===== src/core/cam_eval_params.svh =====
// constants of the safe cam evaluator: enable word fields and counts
// assumes inclusion by the package and by the checker module
`ifndef CAM_EVAL_PARAMS_SVH
`define CAM_EVAL_PARAMS_SVH
`define SYNC_ENABLE_BIT    7
`define PAIR_ENABLE_LSB    8
`define PAIR_ENABLE_MSB    15
`define NUM_CAM_PAIRS      4
`define NUM_PAIR_OUTPUTS   8
`define NUM_TRACK_CAMS     30
`define CAM_INDEX_WIDTH    5
`define NUM_TRACKS         4
`define RANGE_CODE_WIDTH   4
`define ASSIGN_WIDTH       9
`define MAX_RANGE_CODE     14
`define TRACK_DIGIT_WEIGHT 100
`define RANGE_BEYOND_LAST  4'hF
`endif


===== src/core/cam_eval_pkg.sv =====
// types shared by the cam evaluator, its config memory and its sync stage
// assumes cam_eval_params.svh is on the include path
`include "cam_eval_params.svh"
package cam_eval_pkg;
   typedef logic signed [31:0] position_t;
   typedef logic signed [33:0] wide_pos_t; // room for position plus two tolerances

   typedef struct packed {
      position_t                   plus_pos;
      position_t                   minus_pos;
      logic [`ASSIGN_WIDTH-1:0]    assignment;
   } cam_config_t;

   typedef struct packed {
      logic                        valid;
      logic [1:0]                  track;
      logic [`RANGE_CODE_WIDTH-1:0] code;
   } assign_dec_t;

   typedef struct packed {
      logic [`NUM_PAIR_OUTPUTS-1:0]                        pair;
      logic [`NUM_TRACKS-1:0]                              flags;
      logic [`NUM_TRACKS-1:0][`RANGE_CODE_WIDTH-1:0]       ranges;
   } channel_result_t;

   typedef enum logic [3:0] {
      S_IDLE    = 4'h1,
      S_FETCH   = 4'h2,
      S_STEP    = 4'h4,
      S_PUBLISH = 4'h8
   } scan_state_t;

   typedef struct packed {
      scan_state_t                      st;
      logic                             checking;
      logic [`CAM_INDEX_WIDTH-1:0]      idx;
      position_t                        pos;
      logic [`NUM_PAIR_OUTPUTS-1:0]     pair_hyst;
      logic [`NUM_TRACK_CAMS-1:0]       track_hyst;
      channel_result_t                  acc;
      logic [`NUM_TRACKS-1:0]           have;
      position_t [`NUM_TRACKS-1:0]      best_minus;
      logic                             err;
      channel_result_t                  diag;
      channel_result_t                  synced;
      logic                             param_error;
      logic                             check_done;
      logic                             cams_valid;
      logic                             mismatch;
   } eval_state_t;
endpackage


===== src/core/cam_config_mem.sv =====
// small memory holding one configuration word per cam
// assumes one writer; read data appear one clock after the index
`timescale 1ns/1ps
module cam_config_mem
   import cam_eval_pkg::*;
#(
   parameter int WIDTH = $bits(cam_config_t),
   parameter int DEPTH = `NUM_TRACK_CAMS,
   parameter int AW    = `CAM_INDEX_WIDTH
) (
   input  wire logic             i_clock,
   input  wire logic             i_write,
   input  wire logic [AW-1:0]    i_write_index,
   input  wire logic [WIDTH-1:0] i_write_data,
   input  wire logic [AW-1:0]    i_read_index,
   output logic      [WIDTH-1:0] o_read_data
);
   logic [WIDTH-1:0] mem_reg [DEPTH];

   // writes past the last cam are dropped rather than aliased
   always_ff @(posedge i_clock) begin
      if (i_write && (i_write_index < AW'(DEPTH))) begin
         mem_reg[i_write_index] <= i_write_data;
      end
      o_read_data <= mem_reg[i_read_index];
   end
endmodule // cam_config_mem


===== src/core/cam_channel_sync.sv =====
// combines this channel's cam results with the redundant channel's
// assumes both result sets are stable while this stage is sampled
`timescale 1ns/1ps
module cam_channel_sync
   import cam_eval_pkg::*;
(
   input  wire logic            i_pair_sync,
   input  wire channel_result_t i_own,
   input  wire channel_result_t i_other,
   output channel_result_t      o_synced
);
   // pair cams only when enabled, tracks always; a zero is the safe value
   always_comb begin
      o_synced = i_own;
      if (i_pair_sync) begin
         o_synced.pair = i_own.pair & i_other.pair;
      end
      o_synced.flags = i_own.flags & i_other.flags;
      for (int t = 0; t < `NUM_TRACKS; t++) begin
         if ((i_own.ranges[t] != i_other.ranges[t]) &&
             (i_own.flags[t] != i_other.flags[t]) && i_own.flags[t]) begin
            o_synced.ranges[t] = i_other.ranges[t];
         end
      end
   end
endmodule // cam_channel_sync


===== src/core/safe_position_cam_evaluator.sv =====
// per-axis safe cam evaluator: pair mode and track mode, boot check
// assumes the config memory is loaded before the boot check pulse and
// that one monitoring tick pulse arrives per monitoring clock cycle
`timescale 1ns/1ps
module safe_position_cam_evaluator
   import cam_eval_pkg::*;
(
   input  wire logic                         i_clock,
   input  wire logic                         i_resetn,
   input  wire logic [15:0]                  i_function_enable,
   input  wire logic [`NUM_TRACK_CAMS-1:0]   i_track_cam_enable,
   input  wire position_t                    i_cam_tolerance,
   input  wire position_t                    i_position_tolerance,
   input  wire position_t                    i_modulo_range,
   input  wire position_t                    i_position,
   input  wire logic                         i_referenced,
   input  wire logic                         i_monitor_tick,
   input  wire logic                         i_boot_check,
   input  wire logic                         i_cfg_write,
   input  wire logic [`CAM_INDEX_WIDTH-1:0]  i_cfg_index,
   input  wire cam_config_t                  i_cfg_data,
   input  wire channel_result_t              i_other_channel,
   output channel_result_t                   o_safe_cam,
   output channel_result_t                   o_diag,
   output logic                              o_cams_valid,
   output logic                              o_param_error,
   output logic                              o_check_done,
   output logic                              o_channel_mismatch,
   output logic                              o_idle
);
   localparam logic [`CAM_INDEX_WIDTH-1:0] LAST_CAM = `CAM_INDEX_WIDTH'(`NUM_TRACK_CAMS - 1);
   localparam logic [`CAM_INDEX_WIDTH-1:0] LAST_PAIR = `CAM_INDEX_WIDTH'(`NUM_CAM_PAIRS - 1);

   eval_state_t     st_reg;
   eval_state_t     st_next;
   cam_config_t     rd_data;
   channel_result_t sync_out;

   // assignment code: hundreds digit is the track, remainder the range code
   function automatic assign_dec_t decode_assign(input logic [`ASSIGN_WIDTH-1:0] a);
      assign_dec_t d;
      logic [`ASSIGN_WIDTH-1:0] hund;
      logic [`ASSIGN_WIDTH-1:0] rest;
      hund = a / `ASSIGN_WIDTH'(`TRACK_DIGIT_WEIGHT);
      rest = a % `ASSIGN_WIDTH'(`TRACK_DIGIT_WEIGHT);
      d.valid = (hund >= `ASSIGN_WIDTH'(1)) && (hund <= `ASSIGN_WIDTH'(`NUM_TRACKS)) &&
                (rest <= `ASSIGN_WIDTH'(`MAX_RANGE_CODE));
      d.track = 2'(hund - `ASSIGN_WIDTH'(1));
      d.code  = rest[`RANGE_CODE_WIDTH-1:0];
      return d;
   endfunction

   // sign-extend a position for margin arithmetic without overflow
   function automatic wide_pos_t widen(input position_t p);
      return wide_pos_t'(p);
   endfunction

   // one word per cam; the scan reads one cam per two clocks
   cam_config_mem u_mem (
      .i_clock       (i_clock),
      .i_write       (i_cfg_write),
      .i_write_index (i_cfg_index),
      .i_write_data  (i_cfg_data),
      .i_read_index  (st_reg.idx),
      .o_read_data   (rd_data)
   );

   // cross-channel combination works on the registered diagnostic view
   cam_channel_sync u_sync (
      .i_pair_sync (i_function_enable[`SYNC_ENABLE_BIT]),
      .i_own       (st_reg.diag),
      .i_other     (i_other_channel),
      .o_synced    (sync_out)
   );

   // next-state logic: boot check scan, evaluation scan, publish
   always_comb begin
      assign_dec_t                   dec;
      logic [`NUM_PAIR_OUTPUTS-1:0]  pair_en;
      logic                          track_mode;
      logic                          sync_on;
      wide_pos_t                     x;
      wide_pos_t                     lo;
      wide_pos_t                     hi;
      wide_pos_t                     tol;
      wide_pos_t                     ptol;
      wide_pos_t                     lim;
      logic                          cam_en;
      logic                          on_plus;
      logic                          on_minus;
      logic                          in_next;
      logic [2:0]                    pb;
      st_next    = st_reg;
      dec        = decode_assign(rd_data.assignment);
      pair_en    = i_function_enable[`PAIR_ENABLE_MSB:`PAIR_ENABLE_LSB];
      track_mode = |i_track_cam_enable;
      sync_on    = i_function_enable[`SYNC_ENABLE_BIT];
      x          = widen(st_reg.pos);
      lo         = widen(rd_data.minus_pos);
      hi         = widen(rd_data.plus_pos);
      ptol       = widen(i_position_tolerance);
      // track mode always carries hysteresis, pair mode only when synced
      tol        = (track_mode || sync_on) ? widen(i_cam_tolerance) : '0;
      lim        = widen(i_modulo_range) - ptol - (sync_on ? widen(i_cam_tolerance) : '0);
      cam_en     = 1'b0;
      on_plus    = 1'b0;
      on_minus   = 1'b0;
      in_next    = 1'b0;
      pb         = {st_reg.idx[1:0], 1'b0};

      // the referenced level qualifies every cam output
      st_next.cams_valid = i_referenced;

      unique case (st_reg.st)
         S_IDLE: begin
            st_next.idx = '0;
            if (i_boot_check) begin
               st_next.st       = S_FETCH;
               st_next.checking = 1'b1;
               // global conditions are judged once, at the start of the check
               st_next.err = ((|pair_en) && track_mode)
                           || (track_mode && (i_modulo_range != '0))
                           || (track_mode && sync_on);
            end else if (i_monitor_tick) begin
               // position frozen so the whole scan sees one sample
               st_next.st         = S_FETCH;
               st_next.checking   = 1'b0;
               st_next.pos        = i_position;
               st_next.acc        = '0;
               st_next.acc.ranges = {`NUM_TRACKS{`RANGE_BEYOND_LAST}};
               st_next.have       = '0;
            end
         end

         S_FETCH: begin
            // memory read index is the current cam; data arrive next clock
            st_next.st = S_STEP;
         end

         S_STEP: begin
            if (st_reg.checking) begin
               cam_en = track_mode ? i_track_cam_enable[st_reg.idx]
                      : ((st_reg.idx <= LAST_PAIR) && (pair_en[pb] || pair_en[pb + 3'd1]));
               if (cam_en) begin
                  if (lo >= hi) begin
                     st_next.err = 1'b1;
                  end
                  if (track_mode) begin
                     if (!dec.valid) begin
                        st_next.err = 1'b1;
                     end
                     if ((hi - lo) < (widen(i_cam_tolerance) + ptol)) begin
                        st_next.err = 1'b1;
                     end
                  end else if (i_modulo_range != '0) begin
                     // both edges must stay clear of the modulo limits
                     if ((lo <= -lim) || (lo >= lim) || (hi <= -lim) || (hi >= lim)) begin
                        st_next.err = 1'b1;
                     end
                  end
               end
            end else if (track_mode) begin
               cam_en = i_track_cam_enable[st_reg.idx] && dec.valid;
               if (cam_en) begin
                  // rising: enter at minus+tol, leave at plus+tol
                  in_next = st_reg.track_hyst[st_reg.idx]
                          ? ((x >= lo) && (x <= hi + tol))
                          : ((x >= lo + tol) && (x <= hi));
                  if (in_next) begin
                     st_next.acc.flags[dec.track] = 1'b1;
                  end
                  // lowest cam not yet passed gives the range code; a cam
                  // still in its switch-on band counts as ahead, so the code
                  // only moves on at the falling edge of the previous cam
                  if ((in_next || (x < lo + tol)) &&
                      (!st_reg.have[dec.track] ||
                       (lo < widen(st_reg.best_minus[dec.track])))) begin
                     st_next.have[dec.track]       = 1'b1;
                     st_next.best_minus[dec.track] = rd_data.minus_pos;
                     st_next.acc.ranges[dec.track] = dec.code;
                  end
               end
               // unassigned or disabled cams leave no trace
               st_next.track_hyst[st_reg.idx] = in_next;
            end else if (st_reg.idx <= LAST_PAIR) begin
               // plus cam above its position, minus cam below its own
               on_plus  = st_reg.pair_hyst[pb] ? (x > hi) : (x > hi + tol);
               on_minus = st_reg.pair_hyst[pb + 3'd1] ? (x < lo + tol) : (x < lo);
               st_next.pair_hyst[pb]        = on_plus && pair_en[pb];
               st_next.pair_hyst[pb + 3'd1] = on_minus && pair_en[pb + 3'd1];
               st_next.acc.pair[pb]         = on_plus && pair_en[pb];
               st_next.acc.pair[pb + 3'd1]  = on_minus && pair_en[pb + 3'd1];
            end

            if (st_reg.idx == LAST_CAM) begin
               if (st_reg.checking) begin
                  // error raised only once the whole check has run
                  st_next.st          = S_IDLE;
                  st_next.param_error = st_next.err;
                  st_next.check_done  = 1'b1;
               end else begin
                  st_next.st = S_PUBLISH;
                  // diag is the hysteresis result before synchronization
                  st_next.diag = st_reg.param_error ? '0 : st_next.acc;
                  if (!track_mode) begin
                     st_next.diag.flags  = '0;
                     st_next.diag.ranges = '0;
                  end
               end
            end else begin
               st_next.idx = st_reg.idx + `CAM_INDEX_WIDTH'(1);
               st_next.st  = S_FETCH;
            end
         end

         S_PUBLISH: begin
            // synchronized view goes to the safe logic program
            st_next.st       = S_IDLE;
            st_next.synced   = st_reg.param_error ? '0 : sync_out;
            // raw disagreement flagged so consumers can filter it
            st_next.mismatch = (st_reg.diag != i_other_channel);
         end
      endcase
   end

   // single state register; config memory keeps its own contents
   always_ff @(posedge i_clock or negedge i_resetn) begin
      if (!i_resetn) begin
         st_reg    <= '0;
         st_reg.st <= S_IDLE;
      end else begin
         st_reg <= st_next;
      end
   end

   // every output is a field of the state register
   assign o_safe_cam         = st_reg.synced;
   assign o_diag             = st_reg.diag;
   assign o_cams_valid       = st_reg.cams_valid;
   assign o_param_error      = st_reg.param_error;
   assign o_check_done       = st_reg.check_done;
   assign o_channel_mismatch = st_reg.mismatch;
   assign o_idle             = st_reg.st[0];
endmodule // safe_position_cam_evaluator


===== config.mk =====
export PLATFORM = sky130hd
export DESIGN_NAME = safe_position_cam_evaluator
export DESIGN_NICKNAME = d
export VERILOG_FILES = /design/src/core/cam_eval_pkg.sv /design/src/core/cam_config_mem.sv /design/src/core/cam_channel_sync.sv /design/src/core/safe_position_cam_evaluator.sv
export VERILOG_INCLUDE_DIRS = /design/src /design/src/core
export SDC_FILE = /design/constraint.sdc
export NUM_CORES = 2
export LEC_CHECK = 0
export ABC_AREA = 1
export BUFFER_PORTS_ARGS = -buffer_cell sky130_fd_sc_hd__buf_2
export CAP_MARGIN = 20
export CORE_MARGIN = 2
export CORE_UTILIZATION = 50
export DETAILED_ROUTE_END_ITERATION = 16
export PLACE_DENSITY = 0.62
export SYNTH_ARGS = -nofsm -noshare
export SYNTH_HDL_FRONTEND = slang
export SYNTH_SLANG_ARGS = --single-unit

===== constraint.sdc =====
create_clock -name i_clock -period 7.23 [get_ports i_clock]
set_input_delay 0.723 -clock i_clock [delete_from_list [all_inputs] [get_ports i_clock]]
set_output_delay 0.723 -clock i_clock [all_outputs]
set_load 0.1 [all_outputs]

==> flow_metrics.tcl <==
set metrics [dict create \
    drive_gt1_frac 0.136 \
    synth_common_cells "edfxtp_1 (2190), nand2_1 (1498), nor2_1 (1415), o21ai_0 (1368), inv_1 (596)" \
    wl_per_cell_um 26.6 \
    routed_wl_um 394000 \
    synthToLayoutAreaGrowth_pct 15.5 \
    overflow 0 \
    p_seq_frac 0.316 \
    worst_slew_pin_slew_ns 1.15 \
    core_um2 235000 \
    netlist_area_um2 118000 \
    synth_nets 11550 \
    cp.buffers_inverters 8 \
    peakVddDrop_v 0.000645 \
    path_clk_slew_ns 0.06 \
    die_x_um 490 \
    drt_iter0_markers 11042 \
    cts_buffer_depth 4 \
    placed_area_um2 127000 \
    finalHoldViolations 0 \
    cp-end-kind "register" \
    critPathMaxStageDelay_ns 0.36 \
    clk_latency_ns 0.93 \
    status "finished clean" \
    cts_tree "done" \
    synth.most_common_cell "edfxtp_1" \
    syn_inst 10720 \
    setup_violations 0 \
    synthArstFlopShare 0.117 \
    pre_cts_slack_ns -1.34 \
    die_h_um 490 \
    r2r_slack_ns 0.62 \
    start_kind "input pin" \
    ff2ff_path_depth 40 \
    initial_core_util 0.503 \
    power.leakage_nw 51.7 \
    hp-start "i_position[4]" \
    hold_slack_ns 0.0415 \
    place_hpwl_um 234000 \
    layout_min_cycle_time_ns 6.83 \
    finalSetupTns_ns 0 \
    hold_depth 3 \
    synth-edff-count 2190 \
    drtPass1Iterations 8 \
    final_cell_area_um2 137000 \
    p_switching_w 0.0237 \
    crit_family "compound AO/OA/AOI/OAI gates" \
    power.internal_w 0.0336 \
    combPwrFrac 0.443 \
    rr_endpoint "st_reg[60]" \
    final_max_slew_viol_count 0 \
    crit_path_frequent_cell "nand2_1" \
    fmax_mhz 146 \
    min_path_type "input pin to register" \
    synth_cell_type_count 68 \
    gp_congestion 0.982 \
    vias_per_cell 6.00 \
    powerDensity_nw_per_um2 419 \
    max-slew-margin-rel 0.224 \
    dr_total_vias 88965 \
    switching_share 0.414 \
    worst-path-max-fanout 12 \
    fin_crit_sh 0.944 \
    ant_nets 0 \
    root_buffer "clkbuf_16" \
    std_cell_rows 178 \
    holdPathEnd "st_reg[263]" \
    finalNetCount 12280 \
    layout_setup_ws_ns 0.403 \
    finClkSkew_ns 0.120 \
    synth_area_leaders "edfxtp_1 (56%), dfrtp_1 (6.3%), o21ai_0 (5.8%)" \
    antenna_found_initial 44 \
    yosys_most_used_dff "edfxtp_1" \
    synth_top_cell_by_area "edfxtp_1" \
    crit_type "input pin to register" \
    r2r_start "u_mem.o_read_data[11]" \
    grt_use_total 0.318 \
    io_buffers 339 \
    dieArea_um2 241000 \
    slowest_stage "fa_2" \
    yosysSeqAreaShare 0.632 \
    final_util 0.581 \
    largest_reg_flops 2190 \
    grt_pass1_vias 84241 \
    drc 0 \
    clockPowerShare 0.241 \
    worst_ep_required_time_ns 8.00 \
    grt_first_pass_wirelength_um 568000 \
    maxCapViolations 0 \
    avgSynthCellArea_um2 11.0 \
    design.portCount 347 \
    grt_max_degree 205 \
    cts_made_buffers 285 \
    yosysWarnings 0 \
    htreeDepth 5 \
    yosys.area.top_type_share 0.556 \
    clock-sinks 2564 \
    worstPathArrival_ns 7.60 \
    ys_ff_latch 2564 \
]
==> stage by stage <==
step                std cells  total power (W)
detailed placement      14295           0.0430
finish                  14817           0.0573
floorplan               10720           0.0329
global route            14808           0.0603
global placement        14294           0.0426
CTS                     14784           0.0568
==> what timing repair did <==
action	4_1_cts	5_1_grt
cloned	1	6
gates resized for setup	17	101
endpoints found under the setup margin	199	212
hold endpoints to repair	68	0
hold buffers	4	0
setup buffers	0	7
pin swaps	2	27
==> area by class of cell <==
cell class | count | area [µm²]
antenna | 20 | 50.0
clock buffer | 377 | 7770
clock inverter | 107 | 967
fill | 19574 | 98500
inverter | 601 | 2270
multi-input combinational | 6968 | 39400
sequential | 2564 | 74800
tap | 3150 | 3940
timing repair buffer | 1030 | 7580
==> per-layer routing <==
| metal | wire, µm | vias up | part of all wire | GRT usage |
|---|---|---|---|---|
| met1 | 159000 | 43731 | 0.40 | 0.430 |
| met3 | 31200 | 831 | 0.079 | 0.0457 |
| li1 | - | 40132 | - | - |
| met4 | 17500 | 16 | 0.044 | 0.129 |
| met5 | 117 | - | 0.00030 | 0 |
| met2 | 186000 | 4255 | 0.47 | 0.517 |
==> power by group through the flow <==
stage / clock network [W] / logic [W] / registers, W
finish: 0.0138 / 0.0254 / 0.0181
floorplan: 0 / 0.0154 / 0.0175
global route: 0.0145 / 0.0278 / 0.0181
CTS: 0.0139 / 0.0248 / 0.0181
global placement: 0 / 0.0242 / 0.0183
detailed placement: 0 / 0.0246 / 0.0183
==> cells by family (layout without fill, tap and decap cells) <==
group	after synthesis	in the layout	synth area share
AO/OA/AOI/OAI	2816	2816	0.137
AND/OR/NAND/NOR	3385	3385	0.116
other	0	20	0
XOR/XNOR	209	209	0.0156
adder cells (fa/ha/maj)	544	544	0.0579
flip-flops	2564	2564	0.632
multiplexers	14	14	0.00118
buffers and inverters	1188	2115	0.0410
==> worst max-delay path by stage <==
| stage | to | cells past startpoint | startpoint |
|---|---|---|---|
| after floorplan | st_reg[149] | 43 | i_track_cam_enable[23] |
| after global placement | st_reg[203] | 45 | i_track_cam_enable[27] |
| after detailed placement | st_reg[181] | 44 | i_track_cam_enable[23] |
| after CTS | st_reg[185] | 46 | i_track_cam_enable[27] |
| after global routing | st_reg[150] | 49 | i_track_cam_enable[23] |
| final | st_reg[153] | 46 | i_track_cam_enable[23] |
==> cell usage in the layout (no fill, tap or decap), drive strengths merged, types with 382 or more instances in the layout <==
cell / n
a21oi: 409
buf: 1021
clkbuf: 382
edfxtp: 2190
ha: 538
inv: 601
nand2: 1505
nor2: 1418
o21ai: 1471
o22ai: 524
==> worst reg2reg max path: cells and delay by family, from the launching register on <==
kind	cells	cell delay [ns]
compound gates	14	2.50
fa+ha+maj	2	0.66
simple gates	21	2.11
flops	1	0.55
xor+xnor	1	0.21
buf+inv	2	0.45
No activity file was read; power rests on OpenSTA's default activity.
